### src/core/hpc_map.vh
`ifndef HPC_MAP_VH
`define HPC_MAP_VH

// ****************************************
// register byte offsets
// ****************************************
`define HPC_A_CFG       8'h00
`define HPC_A_GECTL     8'h04
`define HPC_A_GESTS     8'h08
`define HPC_A_SWPM      8'h0C
`define HPC_A_PORT_HI   3'h1
`define HPC_R_CAP       2'h0
`define HPC_R_CTL       2'h1
`define HPC_R_STS       2'h2
`define HPC_R_INT       2'h3

// ****************************************
// hotplug_config_reg fields
// ****************************************
`define HPC_INV_AB      0
`define HPC_INV_PD      1
`define HPC_INV_PF      2
`define HPC_INV_ML      3
`define HPC_INV_AI      4
`define HPC_INV_PI      5
`define HPC_INV_PE      6
`define HPC_INV_IL      7
`define HPC_INV_PG      8
`define HPC_TOGGLE      9
`define HPC_SUBST       10
`define HPC_AUTO_OFF    11
`define HPC_PIN_SEL     12
`define HPC_RX_SEL      13
`define HPC_GPIO7_ALT   14
`define HPC_CFG_W       15
`define HPC_CFG_RST     15'h0000

// ****************************************
// slot control / status fields
// ****************************************
`define HPC_EV_AB       0
`define HPC_EV_PF       1
`define HPC_EV_ML       2
`define HPC_EV_PD       3
`define HPC_EV_CC       4
`define HPC_HOTPLUG_INTERRUPT_ENABLE        5
`define HPC_AI_CTL      6
`define HPC_PI_CTL      7
`define HPC_PCC         8
`define HPC_IL_CTL      9
`define HPC_CTL_RST     9'h000
`define HPC_ST_LATCH    5
`define HPC_ST_PRES     6
`define HPC_ST_IL       7

// ****************************************
// timing
// ****************************************
`define HPC_CLK_MHZ     100
`define HPC_ILOCK_MS    125
`define HPC_ILOCK_CYC   (`HPC_ILOCK_MS * 1000 * `HPC_CLK_MHZ)

`endif

### src/core/hpc_ctrl.v
`timescale 1ns/1ps
`include "hpc_map.vh"

module hpc_ctrl #(
    parameter ILOCK_CYC = `HPC_ILOCK_CYC
) (
    input  wire        clk,
    input  wire        rst,
    input  wire [7:0]  avs_address,
    input  wire        avs_read,
    input  wire        avs_write,
    input  wire [31:0] avs_writedata,
    output reg  [31:0] avs_readdata,
    output wire        avs_waitrequest,
    input  wire        eeprom_load_active,
    input  wire [1:0]  attention_button_in,
    input  wire [1:0]  presence_in,
    input  wire [1:0]  power_fault_in,
    input  wire [1:0]  retention_latch_in,
    input  wire [1:0]  slot_power_good_in,
    input  wire [1:0]  link_receiver_detect,
    output wire [1:0]  attention_indicator_out,
    output wire [1:0]  power_indicator_out,
    output wire [1:0]  slot_power_enable_out,
    output wire [1:0]  interlock_out,
    output reg  [1:0]  msi_req,
    output wire [1:0]  intx_out,
    output reg  [1:0]  pme_req,
    output wire        gpio7_out,
    output wire        gpio7_oe
);

    // ****************************************
    // bus slave
    // ****************************************
    reg                  ack_q;
    reg [`HPC_CFG_W-1:0] cfg_q;
    reg [1:0]            gectl_q;
    reg [1:0]            gests_q;
    reg                  sw_d3_q;
    wire                 req;
    wire                 wr_ok;
    wire                 port_hit;
    wire [1:0]           gest_set;
    wire [31:0]          prt_rd [0:1];

    // byte offset compare for global registers
    function hit;
        input [7:0] a;
        input [7:0] off;
        begin
            hit = (a == off);
        end
    endfunction

    // per-port register select: port index and word
    function psel;
        input [7:0] a;
        input       p;
        input [1:0] r;
        begin
            psel = (a[7:5] == `HPC_A_PORT_HI) && (a[4] == p) && (a[3:2] == r) && (a[1:0] == 2'b00);
        end
    endfunction

    // one wait cycle, then answer
    // waitrequest is combinational, so the master sees it in the first cycle
    // ack_q clears after the answer edge: back-to-back requests each wait once
    assign req             = avs_read | avs_write;
    assign avs_waitrequest = req & ~ack_q;
    assign wr_ok           = avs_write & ack_q;
    assign port_hit        = (avs_address[7:5] == `HPC_A_PORT_HI) && (avs_address[1:0] == 2'b00);

    always @(posedge clk or posedge rst) begin
        if (rst) begin
            ack_q <= 1'b0;
        end else begin
            ack_q <= req & ~ack_q;
        end
    end

    // read data captured in the wait cycle
    // registered here, so the address decode stays off the read data path
    // and the word stands at the edge where waitrequest is low
    always @(posedge clk or posedge rst) begin
        if (rst) begin
            avs_readdata <= 32'h0000_0000;
        end else if (avs_read & ~ack_q) begin
            if (hit(avs_address, `HPC_A_CFG))
                avs_readdata <= {17'h0_0000, cfg_q};
            else if (hit(avs_address, `HPC_A_GECTL))
                avs_readdata <= {30'h0000_0000, gectl_q};
            else if (hit(avs_address, `HPC_A_GESTS))
                avs_readdata <= {30'h0000_0000, gests_q};
            else if (hit(avs_address, `HPC_A_SWPM))
                avs_readdata <= {31'h0000_0000, sw_d3_q};
            else if (port_hit)
                avs_readdata <= prt_rd[avs_address[4]];
            else
                avs_readdata <= 32'h0000_0000;
        end
    end

    // ****************************************
    // global configuration registers
    // ****************************************
    always @(posedge clk or posedge rst) begin
        if (rst) begin
            cfg_q   <= `HPC_CFG_RST;
            gectl_q <= 2'b00;
            sw_d3_q <= 1'b0;
        end else if (wr_ok) begin
            if (hit(avs_address, `HPC_A_CFG))
                cfg_q <= avs_writedata[`HPC_CFG_W-1:0];
            if (hit(avs_address, `HPC_A_GECTL))
                gectl_q <= avs_writedata[1:0];
            if (hit(avs_address, `HPC_A_SWPM))
                sw_d3_q <= avs_writedata[0];
        end
    end

    // general event status: set wins over write-one clear
    // a clear landing with a new event loses, so no event is dropped
    always @(posedge clk or posedge rst) begin
        if (rst) begin
            gests_q <= 2'b00;
        end else begin
            gests_q <= (gests_q & ~((wr_ok && hit(avs_address, `HPC_A_GESTS)) ? avs_writedata[1:0] : 2'b00))
                       | gest_set;
        end
    end

    // gpio7 carries the general event only in alternate function
    // enable follows the function select alone: the pin is left to its
    // own logic until software hands it to the general event
    assign gpio7_oe  = cfg_q[`HPC_GPIO7_ALT];
    assign gpio7_out = cfg_q[`HPC_GPIO7_ALT] & (|gests_q);

    // ****************************************
    // per-port slot controller
    // ****************************************
    // index 0 serves port 2, index 1 port 3
    // both ports share one polarity word and one general event pin
    genvar p;
    generate
        for (p = 0; p < 2; p = p + 1) begin : g_port
            reg        cap_q;
            reg        lpres_q;
            reg [9:0]  ctl_q;
            reg [4:0]  sts_q;
            reg        msie_q;
            reg        intx_disable_q;
            reg        d3_q;
            reg        il_q;
            reg [23:0] il_cnt_q;
            reg        ab_q;
            reg        pf_q;
            reg        ml_q;
            reg        pd_q;
            reg        pend_q;
            reg        wake_q;
            reg        gev_q;
            wire       ab;
            wire       pf;
            wire       ml;
            wire       pd;
            wire       il_stat;
            wire       ml_stat;
            wire       wr_cap;
            wire       wr_ctl;
            wire       wr_sts;
            wire       wr_int;
            wire       il_cmd;
            wire [4:0] ev_set;
            wire [4:0] unmasked;
            wire       pend;
            wire       wake;
            wire       gev;
            wire       pwr_on;
            wire       in_d3;
            wire       pidx;

            // one-bit port index for the register select
            assign pidx   = (p == 1);
            assign wr_cap = wr_ok & psel(avs_address, pidx, `HPC_R_CAP);
            assign wr_ctl = wr_ok & psel(avs_address, pidx, `HPC_R_CTL);
            assign wr_sts = wr_ok & psel(avs_address, pidx, `HPC_R_STS);
            assign wr_int = wr_ok & psel(avs_address, pidx, `HPC_R_INT);
            assign il_cmd = wr_ctl & avs_writedata[`HPC_IL_CTL] & cap_q;

            // inputs brought to active-high by polarity bits
            // one polarity bit flips a signal on both ports at once
            assign ab = attention_button_in[p] ^ cfg_q[`HPC_INV_AB];
            assign pf = power_fault_in[p] ^ cfg_q[`HPC_INV_PF];
            assign ml = retention_latch_in[p] ^ cfg_q[`HPC_INV_ML];
            // presence from pin and/or receiver detect
            assign pd = (cfg_q[`HPC_PIN_SEL] & (presence_in[p] ^ cfg_q[`HPC_INV_PD]))
                      | (cfg_q[`HPC_RX_SEL] & link_receiver_detect[p]);

            // slot capability and interrupt configuration words
            // an incapable port raises no events, takes no interlock command and holds indicators and power enable off; messages are not gated
            always @(posedge clk or posedge rst) begin
                if (rst) begin
                    cap_q   <= 1'b0;
                    lpres_q <= 1'b0;
                    msie_q  <= 1'b0;
                    intx_disable_q <= 1'b0;
                    d3_q    <= 1'b0;
                end else begin
                    if (wr_cap) begin
                        cap_q   <= avs_writedata[0];
                        lpres_q <= avs_writedata[1];
                    end
                    if (wr_int) begin
                        msie_q  <= avs_writedata[0];
                        intx_disable_q <= avs_writedata[1];
                        d3_q    <= avs_writedata[2];
                    end
                end
            end

            // slot control; interlock bit is a command, not stored
            // power controller control set means slot power off
            always @(posedge clk or posedge rst) begin
                if (rst) begin
                    ctl_q <= `HPC_CTL_RST;
                end else if (wr_ctl) begin
                    ctl_q <= {1'b0, avs_writedata[8:0]};
                end
            end

            // interlock pulse or toggle
            // a write during an active pulse is ignored, so it never stretches
            // toggle mode has no timer; counter cleared for a clean mode change
            // 24-bit counter: a longer pulse length than that will not fit
            always @(posedge clk or posedge rst) begin
                if (rst) begin
                    il_q     <= 1'b0;
                    il_cnt_q <= 24'h00_0000;
                end else if (il_cmd && cfg_q[`HPC_TOGGLE]) begin
                    il_q     <= ~il_q;
                    il_cnt_q <= 24'h00_0000;
                end else if (il_cmd && !il_q) begin
                    il_q     <= 1'b1;
                    il_cnt_q <= ILOCK_CYC[23:0]; // full length: output stands ILOCK_CYC cycles
                end else if (il_cnt_q != 24'h00_0000) begin
                    il_cnt_q <= il_cnt_q - 24'h00_0001;
                    if (il_cnt_q == 24'h00_0001)
                        il_q <= 1'b0;
                end
            end

            // latch substitution for status reporting
            // the latch input then reports the interlock, so the latch
            // sensor reads closed and cannot raise latch events
            assign il_stat = cfg_q[`HPC_SUBST] ? ml : il_q;
            assign ml_stat = cfg_q[`HPC_SUBST] ? 1'b0 : ml;

            // power enable with automatic latch-open cut
            // cut is off while the latch input is borrowed for interlock
            // status, else an engaged interlock would drop slot power
            assign pwr_on = cap_q & ~ctl_q[`HPC_PCC]
                          & ~(cfg_q[`HPC_AUTO_OFF] & lpres_q & ~cfg_q[`HPC_SUBST] & ml);

            // outputs toward the expander, polarity applied
            assign attention_indicator_out[p] = (cap_q & ctl_q[`HPC_AI_CTL]) ^ cfg_q[`HPC_INV_AI];
            assign power_indicator_out[p]     = (cap_q & ctl_q[`HPC_PI_CTL]) ^ cfg_q[`HPC_INV_PI];
            assign slot_power_enable_out[p]   = pwr_on ^ cfg_q[`HPC_INV_PE];
            assign interlock_out[p]           = il_q ^ cfg_q[`HPC_INV_IL];

            // previous input levels for change detection
            always @(posedge clk or posedge rst) begin
                if (rst) begin
                    ab_q <= 1'b0;
                    pf_q <= 1'b0;
                    ml_q <= 1'b0;
                    pd_q <= 1'b0;
                end else begin
                    ab_q <= ab;
                    pf_q <= pf; // fault is level; slot must hold it
                    ml_q <= ml_stat;
                    pd_q <= pd;
                end
            end

            // event detection; loading defaults never completes a command
            // any other write to slot control of a capable port completes a command; loading
            // runs before the expander is set up, so nothing completes then
            assign ev_set[`HPC_EV_AB] = cap_q & ab & ~ab_q;
            assign ev_set[`HPC_EV_PF] = cap_q & pf & ~pf_q;
            assign ev_set[`HPC_EV_ML] = cap_q & (ml_stat ^ ml_q);
            assign ev_set[`HPC_EV_PD] = cap_q & (pd ^ pd_q);
            assign ev_set[`HPC_EV_CC] = cap_q & wr_ctl & ~eeprom_load_active;

            // slot status: set wins over write-one clear
            // a clear in the same cycle as an event must not lose the event
            always @(posedge clk or posedge rst) begin
                if (rst) begin
                    sts_q <= 5'h00;
                end else begin
                    sts_q <= (sts_q & ~(wr_sts ? avs_writedata[4:0] : 5'h00)) | ev_set;
                end
            end

            // notification decisions
            // wake looks at the first four events only: completion never wakes
            // general event mode keeps status bits but mutes every message
            assign in_d3    = d3_q | sw_d3_q;
            assign unmasked = sts_q & ctl_q[4:0];
            assign pend     = ctl_q[`HPC_HOTPLUG_INTERRUPT_ENABLE] & (|unmasked) & ~gectl_q[p];
            assign wake     = in_d3 & (|unmasked[3:0]) & ~gectl_q[p];
            assign gev      = (|unmasked) & gectl_q[p];
            assign gest_set[p] = gev & ~gev_q;

            // edge-based message requests
            // one-cycle requests on the rise of the level, so a status
            // bit that stays set asks only once
            always @(posedge clk or posedge rst) begin
                if (rst) begin
                    pend_q     <= 1'b0;
                    wake_q     <= 1'b0;
                    gev_q      <= 1'b0;
                    msi_req[p] <= 1'b0;
                    pme_req[p] <= 1'b0;
                end else begin
                    pend_q     <= pend;
                    wake_q     <= wake;
                    gev_q      <= gev;
                    msi_req[p] <= pend & ~pend_q & msie_q;
                    pme_req[p] <= wake & ~wake_q;
                end
            end

            // legacy level interrupt when msi is off
            // drops as soon as software clears the status bits
            assign intx_out[p] = pend & ~msie_q & ~intx_disable_q;

            // read view of this port
            // latch state, presence and interlock status are live levels
            assign prt_rd[p] = (avs_address[3:2] == `HPC_R_CAP) ? {30'h0000_0000, lpres_q, cap_q} :
                               (avs_address[3:2] == `HPC_R_CTL) ? {23'h00_0000, ctl_q[8:0]} :
                               (avs_address[3:2] == `HPC_R_STS) ?
                                   {24'h00_0000, il_stat, pd, ml_stat, sts_q} :
                                   {29'h0000_0000, d3_q, intx_disable_q, msie_q};
        end
    endgenerate

endmodule // hpc_ctrl

### config.mk
export PLATFORM = sky130hd
export DESIGN_NAME = hpc_ctrl
export DESIGN_NICKNAME = d
export VERILOG_FILES = /design/src/core/hpc_ctrl.v
export VERILOG_INCLUDE_DIRS = /design/src /design/src/core
export SDC_FILE = /design/constraint.sdc
export NUM_CORES = 1
export LEC_CHECK = 0
export ABC_CLOCK_PERIOD_IN_PS = 9800
export CAP_MARGIN = 40
export CORE_AREA = 2 2 115 117
export DETAILED_ROUTE_END_ITERATION = 10
export DIE_AREA = 0 0 117 119
export DONT_BUFFER_PORTS = 1
export PLACE_DENSITY_LB_ADDON = 0.12
export SETUP_SLACK_MARGIN = 0.1
export SKIP_LAST_GASP = 1
export SYNTH_ARGS = -nofsm -noshare
export SYNTH_HDL_FRONTEND = slang
export SYNTH_SLANG_ARGS = --single-unit
### constraint.sdc
create_clock -name clk -period 9.8 [get_ports clk]
set_clock_uncertainty 0.1 [all_clocks]
set_input_delay 1.47 -clock clk [delete_from_list [all_inputs] [get_ports clk]]
set_output_delay 1.47 -clock clk [all_outputs]
set_load 0.02 [all_outputs]
## Yosys cells after proc, flatten, opt, wreduce, memory -nomap -nowiden

Index checks and enable logic that the tools add are counted.
Widths: inputs -> output; s select.

| word-level totals | value |
|---|---|
| register bits | 159 |
| bits of input ports | 57 |
| output and inout port bits | 49 |
| logic and storage cells | 269 |

| cells by class | value |
|---|---|
| $add $sub $neg | 2 |
| order comparisons | 1 |
| equality and inequality tests | 9 |
| muxes and demuxes | 35 |
| bitwise logic cells | 135 |
| reductions and logical operators | 45 |

Operators with widths:

| cell | number |
|---|---|
| $mux 32 | 8 |
| $mux 24 | 6 |
| $and 1x1->1 | 72 |
| $eq 24x1->1 const B | 2 |
| $reduce_bool 24->1 | 2 |
| $sub 24x1->24 const B | 2 |
| $mux 9 | 4 |
| $not 1->1 | 26 |
| $logic_and 1x1->1 | 24 |
| $and 5x5->5 | 4 |
| $xor 1x1->1 | 20 |
| $eq 8x4->1 const B | 2 |
| $mux 8 | 2 |
| $mux 1 | 12 |
| $reduce_bool 3->1 | 4 |
| $mux 5 | 2 |
| $not 5->5 | 2 |
| $or 5x5->5 | 2 |
| $reduce_and 2->1 | 5 |
| $reduce_or 5->1 | 2 |
| $eq 8x3->1 const B | 1 |
| $logic_not 8->1 | 1 |
| $reduce_or 4->1 | 2 |
| $or 1x1->1 | 5 |
| 12 further kinds | 15 |

## Logic depth before layout (Yosys ltp)

Gate-level depths: netlist of the first run.

| depth | value |
|---|---|
| depth after elaboration | 14 |
| mapped depth | 8 |
| gate-level depth less buffers | 7 |

## Worst setup path after synthesis of the first run

No wires, ideal clock.

| path | value |
|---|---|
| path kind | input to output |
| start | input retention_latch_in[1] |
| end | output slot_power_enable_out[1] |
| arrival | 2.365 ns |
| data required time | 8.230 ns |
| path slack | 5.865 ns |
| stages | 4 |
| buffers on the path | 0 |
| path through | xnor2_1 nor2_1 a311oi_1 xor2_1 |

| between the ends | value |
|---|---|
| word-level cells in the longest chain between the ends | 5 |

Ends and longest elaborated chain:

| what | line | text |
|---|---|---|
| start, declared | hpc_ctrl.v:19 | `input wire [1:0] retention_latch_in,` |
| $xor 1x1->1 | hpc_ctrl.v:195 | `` assign ml = retention_latch_in[p] ^ cfg_q[`HPC_INV_ML]; `` |
| $and 1x1->1 | hpc_ctrl.v:263 | `` & ~(cfg_q[`HPC_AUTO_OFF] & lpres_q & ~cfg_q[`HPC_SUBST] & ml); `` |
| $not 1->1 | hpc_ctrl.v:263 |  |
| $and 1x1->1 | hpc_ctrl.v:262 | `` assign pwr_on = cap_q & ~ctl_q[`HPC_PCC] `` |
| $xor 1x1->1 | hpc_ctrl.v:268 | `` assign slot_power_enable_out[p] = pwr_on ^ cfg_q[`HPC_INV_PE]; `` |
| end, declared | hpc_ctrl.v:24 | `output wire [1:0] slot_power_enable_out,` |

No other way between the ends.

## Final worst setup path of the first run

Same ends and word-level chain as after synthesis.

==> results of run 1 <==
[per-layer routing]
metal	global-route usage	share of wire
met2	0.467	0.51
met5	0	0
met4	0.113	0.030
met1	0.357	0.41
met3	0.0779	0.056
[critical path, stage by stage]
cell and delay, ps:
xnor2_1 160, nor2_1 120, a311oi_1 430, xor2_1 440
[flip-flops by register name, indices dropped and copies added, names as in the netlist, 10 cells and up]
name             flops
avs_readdata        15
cfg_q               15
g_port.ctl_q        18
g_port.il_cnt_q     48
g_port.sts_q        10
[report_power, final]
group          switching [mW]  internal, mW
Clock                   0.254         0.435
Combinational          0.0424        0.0261
Sequential             0.0248         0.606
[cell type report]
class / instances / area [µm²]
clock buffer: 20 / 447
clock inverter: 12 / 183
fill: 1045 / 4670
inverter: 26 / 103
multi-input combinational: 525 / 3590
sequential: 142 / 3550
tap: 176 / 220
timing repair buffer: 13 / 110
[placed cells by master, fill, tap and decap left out, types with 4 or more instances in the layout]
master / count
inv_1: 25
nor2b_1: 8
nand3_1: 10
dfrtp_1: 142
a211oi_1: 5
mux2i_1: 6
a311oi_1: 5
bufinv_16: 4
mux2_2: 49
a221oi_1: 8
nand4_1: 12
nand2_1: 58
a21oi_1: 29
clkbuf_16: 17
a21o_1: 4
o21ai_0: 25
o31ai_1: 5
buf_4: 9
conb_1: 17
o2bb2ai_1: 7
nor3b_1: 8
nor3_1: 26
and2_1: 6
o211ai_1: 5
or4_1: 7
xnor2_1: 27
a2111oi_0: 5
a22o_1: 9
xor2_1: 25
o22ai_1: 5
o311ai_0: 4
a32o_1: 4
nor4_1: 14
nor2_1: 59
inv_6: 4
or3_1: 4
a31oi_1: 9
and3_1: 6
ha_1: 6
[per-stage QoR]
step	instances	util	worst slack (ps)
after global routing	914	0.637	5560
after global placement	875	0.583	5590
after CTS	914	0.637	5590
after detailed placement	882	0.588	5640
after floorplan	742	-	4420
final	914	0.637	5610
[kinds of logic after synthesis]
kind of cell	Yosys count	synth area share
xor gates and xnor gates	52	0.0613
muxes	57	0.0884
other	1	0.000505
and+or+nand+nor	243	0.171
buffers and inverters	75	0.0475
adders and majority gates	6	0.0101
DFF	142	0.478
AOI/OAI and AO/OA	150	0.144
[how the worst max path moves through the flow]
stage | startpoint | to | slack [ps] | cells past startpoint
3_3_place_gp | avs_address[2] | g_port[1].il_cnt_q[11]$_DFFE_PP0P_ | 5590 | 5
5_1_grt | retention_latch_in[1] | slot_power_enable_out[1] | 5560 | 4
3_5_place_dp | retention_latch_in[1] | slot_power_enable_out[1] | 5640 | 4
4_1_cts | retention_latch_in[1] | slot_power_enable_out[1] | 5590 | 4
2_1_floorplan | rst | ack_q$_DFF_PP0_ | 4420 | 1
6_report | retention_latch_in[1] | slot_power_enable_out[1] | 5610 | 4
==> metrics.md, run 1 <==
| Metric | Value |
|---|---|
| Outcome | finished clean |
| Design Area, Final | 8200 µm² |
| Routed via count | 5733 |
| Post-Syn Area | 7430 µm² |
| Synth cell count leaders | dfrtp_1 (142), nor2_1 (59), nand2_1 (58), mux2_2 (49), a21oi_1 (29) |
| Dpl cell area | 7570 µm² |
| Core Area | 12900 µm² |
| TritonCTS Sinks | 142 |
| Antenna-violating nets left | 0 |
| Count leader, synth | dfrtp_1 |
| Routed wire length | 18600 µm |
| Leakage | 3.44 nW |
| Setup crit end kind | output pin |
| Clock transition at path regs | 60 ps |
| Post-synth cell types | 65 |
| Final setup viols | 0 |
| Initial Util | 0.577 |
| PD cells | 169 nW/µm² |
| Initial antenna violation count | 0 |
| Hpwl dp | 13000 µm |
| Gpl congestion | 0.888 |
| Yosys warns | 0 |
| Endpoints failing hold | 0 |
| CP Data Arrival Time | 2620 ps |
| All-Layer GR Usage | 0.285 |
| Tmin final | 4190 ps |
| DIE HEIGHT | 119 µm |
| Leading area contributor after synthesis | dfrtp_1 |
| Max-slew violation count | 0 |
| WL/cell | 20.3 µm |
| Crit Path Class | input pin to output pin |
| DRT Pass-1 Iters | 5 |
| RSZ-0062 raised after global routing | false |
| Top-Level Pins | 106 |
| Hold_buf cts | 0 |
| CP required | 8230 ps |
| CTS tree | built |
| Die Width | 117 µm |
| Fmax | 239 MHz |
| Slew @ Worst Pin | 881 ps |
| Max-Cap Viols | 0 |
| Hold Path Depth | 1 |
| Max clock buf depth | 2 |
| Post-synth top area share | 0.478 |
| Area contributors post-synth | dfrtp_1 (48%), mux2_2 (7.4%), xnor2_1 (3.2%) |
| Root buffer cell | clkbuf_16 |
| Maximum vdd drop | 0.145 mV |
| Syn Inst Count | 726 |
| Final net count | 788 |
| Yosys reg bits | 142 |
| H-tree levels | 4 |
| Total grt overflow | 0 |
| Mapped Avg Cell Area | 10.2 µm² |
| Hold path endpoint | msi_req[1]$_DFF_PP0_ |
| First-pass GRT wire length | 30300 µm |
| Die area | 13900 µm² |
| Number of diodes | 0 |
| Post-synth ARST share | 1.00 |
| Worst reg2reg setup slack | 6870 ps |
| Drc violations | 0 |
| Period utilisation layout | 0.427 |
| Port Buf Inserts | 0 |
| Vias in the first global route | 5721 |
| Setup TNS | 0 ps |
| Hold WC Path Type | register to register |
| WHS | 293 ps |
| Synth-to-Final Area Change | 10.4% |
| 1st-iter DRT viols | 469 |
| Crit-path max FO | 4 |
| Layout cells sized above 1 | 0.146 |
| Sequential share of the synthesized area | 0.478 |
| Rows | 42 |
| Post-cts gate resize count | 0 |
| Clk_lat worst skew | 430 ps |
| Tot Pwr | 1.39 mW |
| Post-synth EDFFs | 0 |
| R2R Path Start | g_port[1].il_cnt_q[4]$_DFFE_PP0P_ |
| CTS buffer count | 17 |
| Most used flip-flop cell after synthesis | dfrtp_1 |
| RR Endpoint | g_port[1].il_cnt_q[11]$_DFFE_PP0P_ |
| Min-delay src | g_port[1].pend_q$_DFF_PP0_ |
| Largest net degree at the start of global routing | 61 |
| Setup Fix Bufs, Post-CTS | 0 |
| Worst Setup Start Kind | input pin |
| Worst slew margin | 0.407 |
| Via density | 6.27 |
| Worst r2r path cells | 5 |
No activity file was read; power rests on OpenSTA's default activity.
==> run 2, diff against run 1 <==
--- a/config.mk
+++ b/config.mk
@@ -6,7 +6,7 @@
 export SDC_FILE = /design/constraint.sdc
 export NUM_CORES = 1
 export LEC_CHECK = 0
-export ABC_CLOCK_PERIOD_IN_PS = 9800
+export ABC_CLOCK_PERIOD_IN_PS = 4400
 export CAP_MARGIN = 40
 export CORE_AREA = 2 2 115 117
 export DETAILED_ROUTE_END_ITERATION = 10
==> constraint.sdc (replaced) <==
create_clock -name clk -period 4.4 [get_ports clk]
set_clock_uncertainty 0.1 [all_clocks]
set_input_delay 0.66 -clock clk [delete_from_list [all_inputs] [get_ports clk]]
set_output_delay 0.66 -clock clk [all_outputs]
set_load 0.02 [all_outputs]
==> run 2 against run 1 <==
Compared with the run above:
- via count grew 0.21%
- power rose by 110%
- combinational power is 120% higher
- clock power rose by 100%
- final area fell by 0.84%
- sequential power rose by 120%
- largest cell class unchanged
==> metrics.md, run 2 (synthesized netlist as in run 1, its figures left out) <==
| Metric | Value |
|---|---|
| Outcome | finished clean |
| Maximum vdd drop | 0.239 mV (+64%) |
| Routed wire length | 18600 µm (+0.31%) |
| Drc violations | 0 (unchanged) |
| Clock transition at path regs | 60 ps (about the same) |
| Vias in the first global route | 5764 (+0.75%) |
| Initial Util | 0.577 (unchanged) |
| CP Data Arrival Time | 3070 ps (+450 ps) |
| PD cells | 361 nW/µm² (+110%) |
| Met2 WL | 9330 µm (-0.71%) |
| Gpl congestion | 0.874 (-1.6%) |
| TritonCTS Sinks | 142 (unchanged) |
| Commonest cells after routing, fill and taps aside | dfrtp_1 (142), nor2_1 (59), nand2_1 (58) |
| All-Layer GR Usage | 0.285 (+0.000416) |
| Worst reg2reg setup slack | 1530 ps (-5340 ps) |
| Total grt overflow | 0 (unchanged) |
| CP top delay family | simple AND/OR/NAND/NOR gates |
| Worst slew margin | 0.386 (-0.0216) |
| Setup crit end kind | register |
| Setup Fix Bufs, Post-CTS | 0 (unchanged) |
| Placed insts | 882 (unchanged) |
| Die Width | 117 µm (unchanged) |
| First-pass GRT wire length | 30400 µm (+0.37%) |
| DRT Pass-1 Iters | 4 (-1) |
| WL/cell | 20.4 µm (+0.31%) |
| Slew @ Worst Pin | 915 ps (+33.5 ps) |
| Synth-to-Final Area Change | 9.43% |
| Largest net degree at the start of global routing | 71 (+16%) |
| Max-slew violation count | 0 (unchanged) |
| Fmax | 349 MHz |
| Die area | 13900 µm² (unchanged) |
| Met1 WL | 7500 µm (-0.78%) |
| WHS | 144 ps (-149 ps) |
| Leakage | 3.41 nW (-0.76%) |
| Period utilisation layout | 0.652 |
| RSZ-0062 raised after global routing | false |
| Layout cells sized above 1 | 0.149 (+0.00271) |
| CP required | 4610 ps (-3620 ps) |
| H-tree levels | 4 (unchanged) |
| Commonest non-fill, non-tap cell in the layout | dfrtp_1 |
| Root buffer cell | clkbuf_16 |
| Routed via count | 5745 (+0.21%) |
| Post-cts gate resize count | 0 (unchanged) |
| Worst path slowest cell | nor4_1 |
| CTS buffer count | 17 (unchanged) |
| Number of diodes | 0 (unchanged) |
| Max reg flops | 48 (unchanged) |
| Hold_buf cts | 0 (unchanged) |
| Worst r2r path cells | 5 (unchanged) |
| 1st-iter DRT viols | 492 (+4.9%) |
| Max Used Layer | met4 |
| Worst Setup Start Kind | register |
| Max incr delay on CP | 760 ps (+320 ps) |
| Top-Level Pins | 106 (unchanged) |
| Met3 Wirelength | 1200 µm (+16%) |
| Biggest register | g_port.il_cnt_q |
| Tmin final | 2870 ps |
| Hpwl dp | 12900 µm (-1.3%) |
| R2R Path Start | g_port[1].il_cnt_q[4]$_DFFE_PP0P_ |
| Initial antenna violation count | 0 (unchanged) |
| Setup TNS | 0 ps (unchanged) |
| Final core utilization | 0.632 (-0.00534) |
| Clk_lat worst skew | 430 ps (about the same) |
| Hold WC Path Type | input pin to asynchronous set/reset pin |
| Antenna-violating nets left | 0 (unchanged) |
| Crit-path max FO | 13 (+9) |
| Crit Path Class | register to register |
| Final setup viols | 0 (unchanged) |
| Post-Layout Cell Count | 914 (unchanged) |
| Core Area | 12900 µm² (unchanged) |
| DIE HEIGHT | 119 µm (unchanged) |
| Top Registers | g_port.il_cnt_q x48, g_port.ctl_q x18 |
| Rows | 42 (unchanged) |
| RR Endpoint | g_port[1].il_cnt_q[15]$_DFFE_PP0P_ |
| CP Buf/Inv Count | 0 (unchanged) |
| Via density | 6.29 (+0.21%) |
| Final net count | 788 (unchanged) |
| Max clock buf depth | 2 (unchanged) |
| Port Buf Inserts | 0 (unchanged) |
| Endpoints failing hold | 0 (unchanged) |
| Max-Cap Viols | 0 (unchanged) |
| CTS tree | built |
| Critical path cell sequence | nor4_1 > and4_1 > nand3_1 > a31oi_1 > o2bb2ai_1 |
-- run 2: cell types whose count changed in the layout (fill, tap and decap cells not counted), sizes merged --
cell	delta
clkinv	+6
clkbuf	-1
bufinv	-3
inv	-2
-- run 2: worst max path at each step --
| stage | start | to | slack [ps] | depth (start not counted) |
|---|---|---|---|---|
| after CTS | g_port[0].cap_q$_DFFE_PP0P_ | slot_power_enable_out[0] | 1590 | 3 |
| after floorplan | avs_address[4] | g_port[1].il_cnt_q[11]$_DFFE_PP0P_ | 1850 | 6 |
| after detailed placement | g_port[1].il_cnt_q[4]$_DFFE_PP0P_ | g_port[1].il_cnt_q[15]$_DFFE_PP0P_ | 1610 | 5 |
| after global placement | avs_address[6] | avs_readdata[4]$_DFFE_PP0P_ | 1650 | 5 |
| after global routing | g_port[1].il_cnt_q[4]$_DFFE_PP0P_ | g_port[1].il_cnt_q[15]$_DFFE_PP0P_ | 1290 | 5 |
| final | g_port[1].il_cnt_q[4]$_DFFE_PP0P_ | g_port[1].il_cnt_q[15]$_DFFE_PP0P_ | 1530 | 5 |
-- run 2: worst reg2reg max path, delay by kind of cell (launching register included) --
| family | cells | cell delay [ps] |
|---|---|---|
| AND/OR/NAND/NOR | 3 | 1760 |
| flip-flops | 1 | 410 |
| AO/OA/AOI/OAI | 2 | 470 |
-- run 2: area by class of cell --
cell class	count	area [µm²]
clock buffers	19	453
repair buffers	13	105
well taps	176	220
inverters	26	101
fillers	1054	4740
flip-flops and latches	142	3550
clock inverters	13	114
multi-input cells	525	3590
-- run 2: per-stage QoR --
| step | cell area [µm²] | power [mW] | setup WS (ps) |
|---|---|---|---|
| after floorplan | 7500 | 1.55 | 1850 |
| final | 8130 | 2.94 | 1530 |
| after global placement | 7540 | 1.57 | 1650 |
| after CTS | 8130 | 2.95 | 1590 |
| after detailed placement | 7570 | 1.58 | 1610 |
| after global routing | 8130 | 3.04 | 1290 |
-- run 2: routing by layer --
metal	global-route usage	vias up
li1	-	2633
met1	0.354	2882
met2	0.466	189
met3	0.0804	41
met4	0.118	0
met5	0	-
-- run 2: power by group --
group	internal, mW	leakage [nW]	switching [mW]	total, mW
clock	0.806	0.279	0.574	1.38
combinational	0.0574	1.35	0.0946	0.152
sequential	1.35	1.78	0.0543	1.40
total	2.21	3.41	0.723	2.94
==> run 3, diff against run 2 <==
--- a/config.mk
+++ b/config.mk
@@ -6,11 +6,11 @@
 export SDC_FILE = /design/constraint.sdc
 export NUM_CORES = 1
 export LEC_CHECK = 0
-export ABC_CLOCK_PERIOD_IN_PS = 4400
+export ABC_CLOCK_PERIOD_IN_PS = 2550
 export CAP_MARGIN = 40
-export CORE_AREA = 2 2 115 117
+export CORE_AREA = 2 2 117 119
 export DETAILED_ROUTE_END_ITERATION = 10
-export DIE_AREA = 0 0 117 119
+export DIE_AREA = 0 0 119 121
 export DONT_BUFFER_PORTS = 1
 export PLACE_DENSITY_LB_ADDON = 0.12
 export SETUP_SLACK_MARGIN = 0.1
==> constraint.sdc (replaced) <==
create_clock -name clk -period 2.55 [get_ports clk]
set_clock_uncertainty 0.1 [all_clocks]
set_input_delay 0.3825 -clock clk [delete_from_list [all_inputs] [get_ports clk]]
set_output_delay 0.3825 -clock clk [all_outputs]
set_load 0.02 [all_outputs]
==> run 3 against run 2 <==
Compared with the run above:
- combinational power grew 110%
- core utilization grew 2.9 points
- final cell count increased by 5.3%
- clock power grew 69%
- largest cell class unchanged
- highest routed layer unchanged
==> metrics.md, run 3 (synthesized netlist as in run 1, its figures left out) <==
| Metric | Value |
|---|---|
| Dpl cell area | 7810 µm² (+3.3%) |
| Max-slew violation count | 0 (unchanged) |
| Crit Path Class | register to output pin |
| Final setup viols | 0 (unchanged) |
| Outcome | finished clean |
| Combinational fraction of design power | 0.063 (+0.011) |
| Clock share of power | 0.460 (-0.010) |
| Pint | 3.82 mW (+72%) |
| Core Area | 13100 µm² (+1.6%) |
| Post-Layout Cell Count | 962 (+5.3%) |
| Placed insts | 910 (+3.2%) |
| Top-Level Pins | 106 (unchanged) |
| Clk_lat worst skew | 430 ps (about the same) |
| Hold path endpoint | cfg_q[0]$_DFFE_PP0P_ |
| H-tree levels | 4 (unchanged) |
| Period utilisation layout | 0.945 |
| Crit-path max FO | 5 (-8) |
| Pre-CTS setup slack | 121 ps (-1490 ps) |
| Worst r2r path cells | 4 (-1) |
| CP Data Arrival Time | 1930 ps (-1140 ps) |
| RR Endpoint | g_port[0].il_cnt_q[22]$_DFFE_PP0P_ |
| CP required | 2070 ps (-2540 ps) |
| Biggest register | g_port.il_cnt_q |
| Commonest non-fill, non-tap cell in the layout | dfrtp_1 |
| Die area | 14400 µm² (+3.4%) |
| Largest net degree at the start of global routing | 54 (-24%) |
| CTS buffer count | 17 (unchanged) |
| First-pass GRT wire length | 31900 µm (+4.9%) |
| DIE HEIGHT | 121 µm (+1.7%) |
| Synth-to-Final Area Change | 16.3% |
| WL/cell | 20.7 µm (+1.5%) |
| Fmax | 415 MHz |
| Register area | 3550 µm² (about the same) |
| Vias in the first global route | 5986 (+3.9%) |
| Top Registers | g_port.il_cnt_q x48, g_port.ctl_q x18 |
| Rows | 42 (unchanged) |
| Tmin final | 2410 ps |
| Max-Cap Viols | 0 (unchanged) |
| CTS tree | built |
| Share of power burned in registers | 0.478 (about the same) |
| Maximum vdd drop | 0.690 mV (+190%) |
| Slew @ Worst Pin | 648 ps (-266 ps) |
| R2R Path Start | g_port[0].il_cnt_q[12]$_DFFE_PP0P_ |
| Endpoints failing hold | 0 (unchanged) |
| Worst slew margin | 0.565 (+0.179) |
| Leakage | 3.67 nW (+7.5%) |
| Antenna-violating nets left | 0 (unchanged) |
| TritonCTS Sinks | 142 (unchanged) |
| All-Layer GR Usage | 0.288 (+0.00247) |
| Via density | 6.22 (-1.0%) |
| Number of diodes | 0 (unchanged) |
| RSZ-0062 raised after global routing | true |
| Fillers | 979 (-7.1%) |
| Routed via count | 5985 (+4.2%) |
| Hold WC Path Type | input pin to register |
| Setup crit end kind | output pin |
| 1st-iter DRT viols | 544 (+11%) |
| Die Width | 119 µm (+1.7%) |
| Min-delay src | avs_writedata[0] |
| Sw frac | 0.248 (+0.00142) |
| Initial Util | 0.568 (-0.00927) |
| Design Area, Final | 8650 µm² (+6.3%) |
| Routed wire length | 19900 µm (+6.8%) |
| Initial antenna violation count | 0 (unchanged) |
| Layout cells sized above 1 | 0.186 (+0.0367) |
| Max reg flops | 48 (unchanged) |
| Worst reg2reg setup slack | 140 ps (-1390 ps) |
| Total grt overflow | 0 (unchanged) |
| Gpl congestion | 0.892 (+2.1%) |
| Final net count | 837 (+6.2%) |
| Commonest cells after routing, fill and taps aside | dfrtp_1 (141), nor2_1 (59), nand2_1 (58) |
| Hpwl dp | 13700 µm (+6.5%) |
| NetSw | 1.26 mW (+74%) |
| Max clock buf depth | 2 (unchanged) |
| Worst Setup Start Kind | register |
| Setup TNS | 0 ps (unchanged) |
| PnR worst setup slack | 140 ps (-1390 ps) |
| Hold Path Depth | 1 |
| DRT Pass-1 Iters | 6 (+2) |
| Root buffer cell | clkbuf_16 |
| PD cells | 587 nW/µm² (+63%) |
| Drc violations | 0 (unchanged) |
| Clock transition at path regs | 60 ps (about the same) |
| Port Buf Inserts | 0 (unchanged) |
| Area occupied by multi-input gates | 3660 µm² (+2.1%) |
run 3: cell types whose count changed in the layout (fill, tap and decap cells not counted), moves of 3 or more:
cell,delta
buf_4,+28
dlygate4sd3_1,+20
buf_12,+3
clkbuf_1,+3
run 3: worst max-delay path, stage by stage (launching register included):
cell,delay [ps]
dfrtp_2,450
xnor2_1,200
nor2_1,130
a311oi_2,380
xor2_2,330
run 3: metal layers:
metal  share of wire  vias to the layer above  global-route usage
li1                -                     2727                   -
met1            0.41                     2976               0.356
met2            0.50                      232               0.483
met3           0.058                       50              0.0681
met4           0.031                        0               0.126
met5               0                        -                   0
run 3: power groups by stage:
stage               combinational [mW]  clock (mW)  sequential [mW]
floorplan                        0.247           0             2.43
global placement                 0.274           0             2.46
detailed placement               0.281           0             2.46
CTS                              0.318        2.35             2.42
global route                     0.353        2.44             2.43
finish                           0.318        2.33             2.43
run 3: through the flow:
step / power [mW] / hold slack (ps) / utilization
floorplan: 2.68 / 283 / -
global placement: 2.73 / 163 / 0.597
detailed placement: 2.74 / 161 / 0.597
CTS: 5.09 / 1.50 / 0.656
global route: 5.23 / 4.61 / 0.661
finish: 5.07 / 6.29 / 0.661
run 3: what timing repair did:
| action | CTS | global route |
|---|---|---|
| pin swaps | 2 | 5 |
| hold endpoints to repair | 53 | 0 |
| endpoints found under the setup margin | 2 | 18 |
| gates resized for setup | 4 | 9 |
| setup buffers | 0 | 1 |
| hold buffers | 20 | 0 |
run 3: how the worst max path moves through the flow:
stage	startpoint	endpoint	slack, ps	depth (start not counted)
floorplan	g_port[0].il_cnt_q[0]$_DFFE_PP0P_	g_port[0].il_cnt_q[5]$_DFFE_PP0P_	200	8
global placement	g_port[0].il_cnt_q[1]$_DFFE_PP0P_	g_port[0].il_cnt_q[4]$_DFFE_PP0P_	150	7
detailed placement	g_port[0].il_cnt_q[1]$_DFFE_PP0P_	g_port[0].il_cnt_q[4]$_DFFE_PP0P_	120	7
CTS	g_port[0].il_cnt_q[1]$_DFFE_PP0P_	g_port[0].il_cnt_q[4]$_DFFE_PP0P_	110	7
global route	g_port[0].il_cnt_q[12]$_DFFE_PP0P_	g_port[0].il_cnt_q[22]$_DFFE_PP0P_	70	4
finish	cfg_q[3]$_DFFE_PP0P_	slot_power_enable_out[0]	140	4
run 3: cell type report:
cell class                 instances  share of cell area
tap                              176              0.0255
timing repair buffer              62              0.0654
clock buffer                      21              0.0521
sequential                       142               0.411
inverter                          26              0.0117
multi-input combinational        525               0.423
clock inverter                    10              0.0107
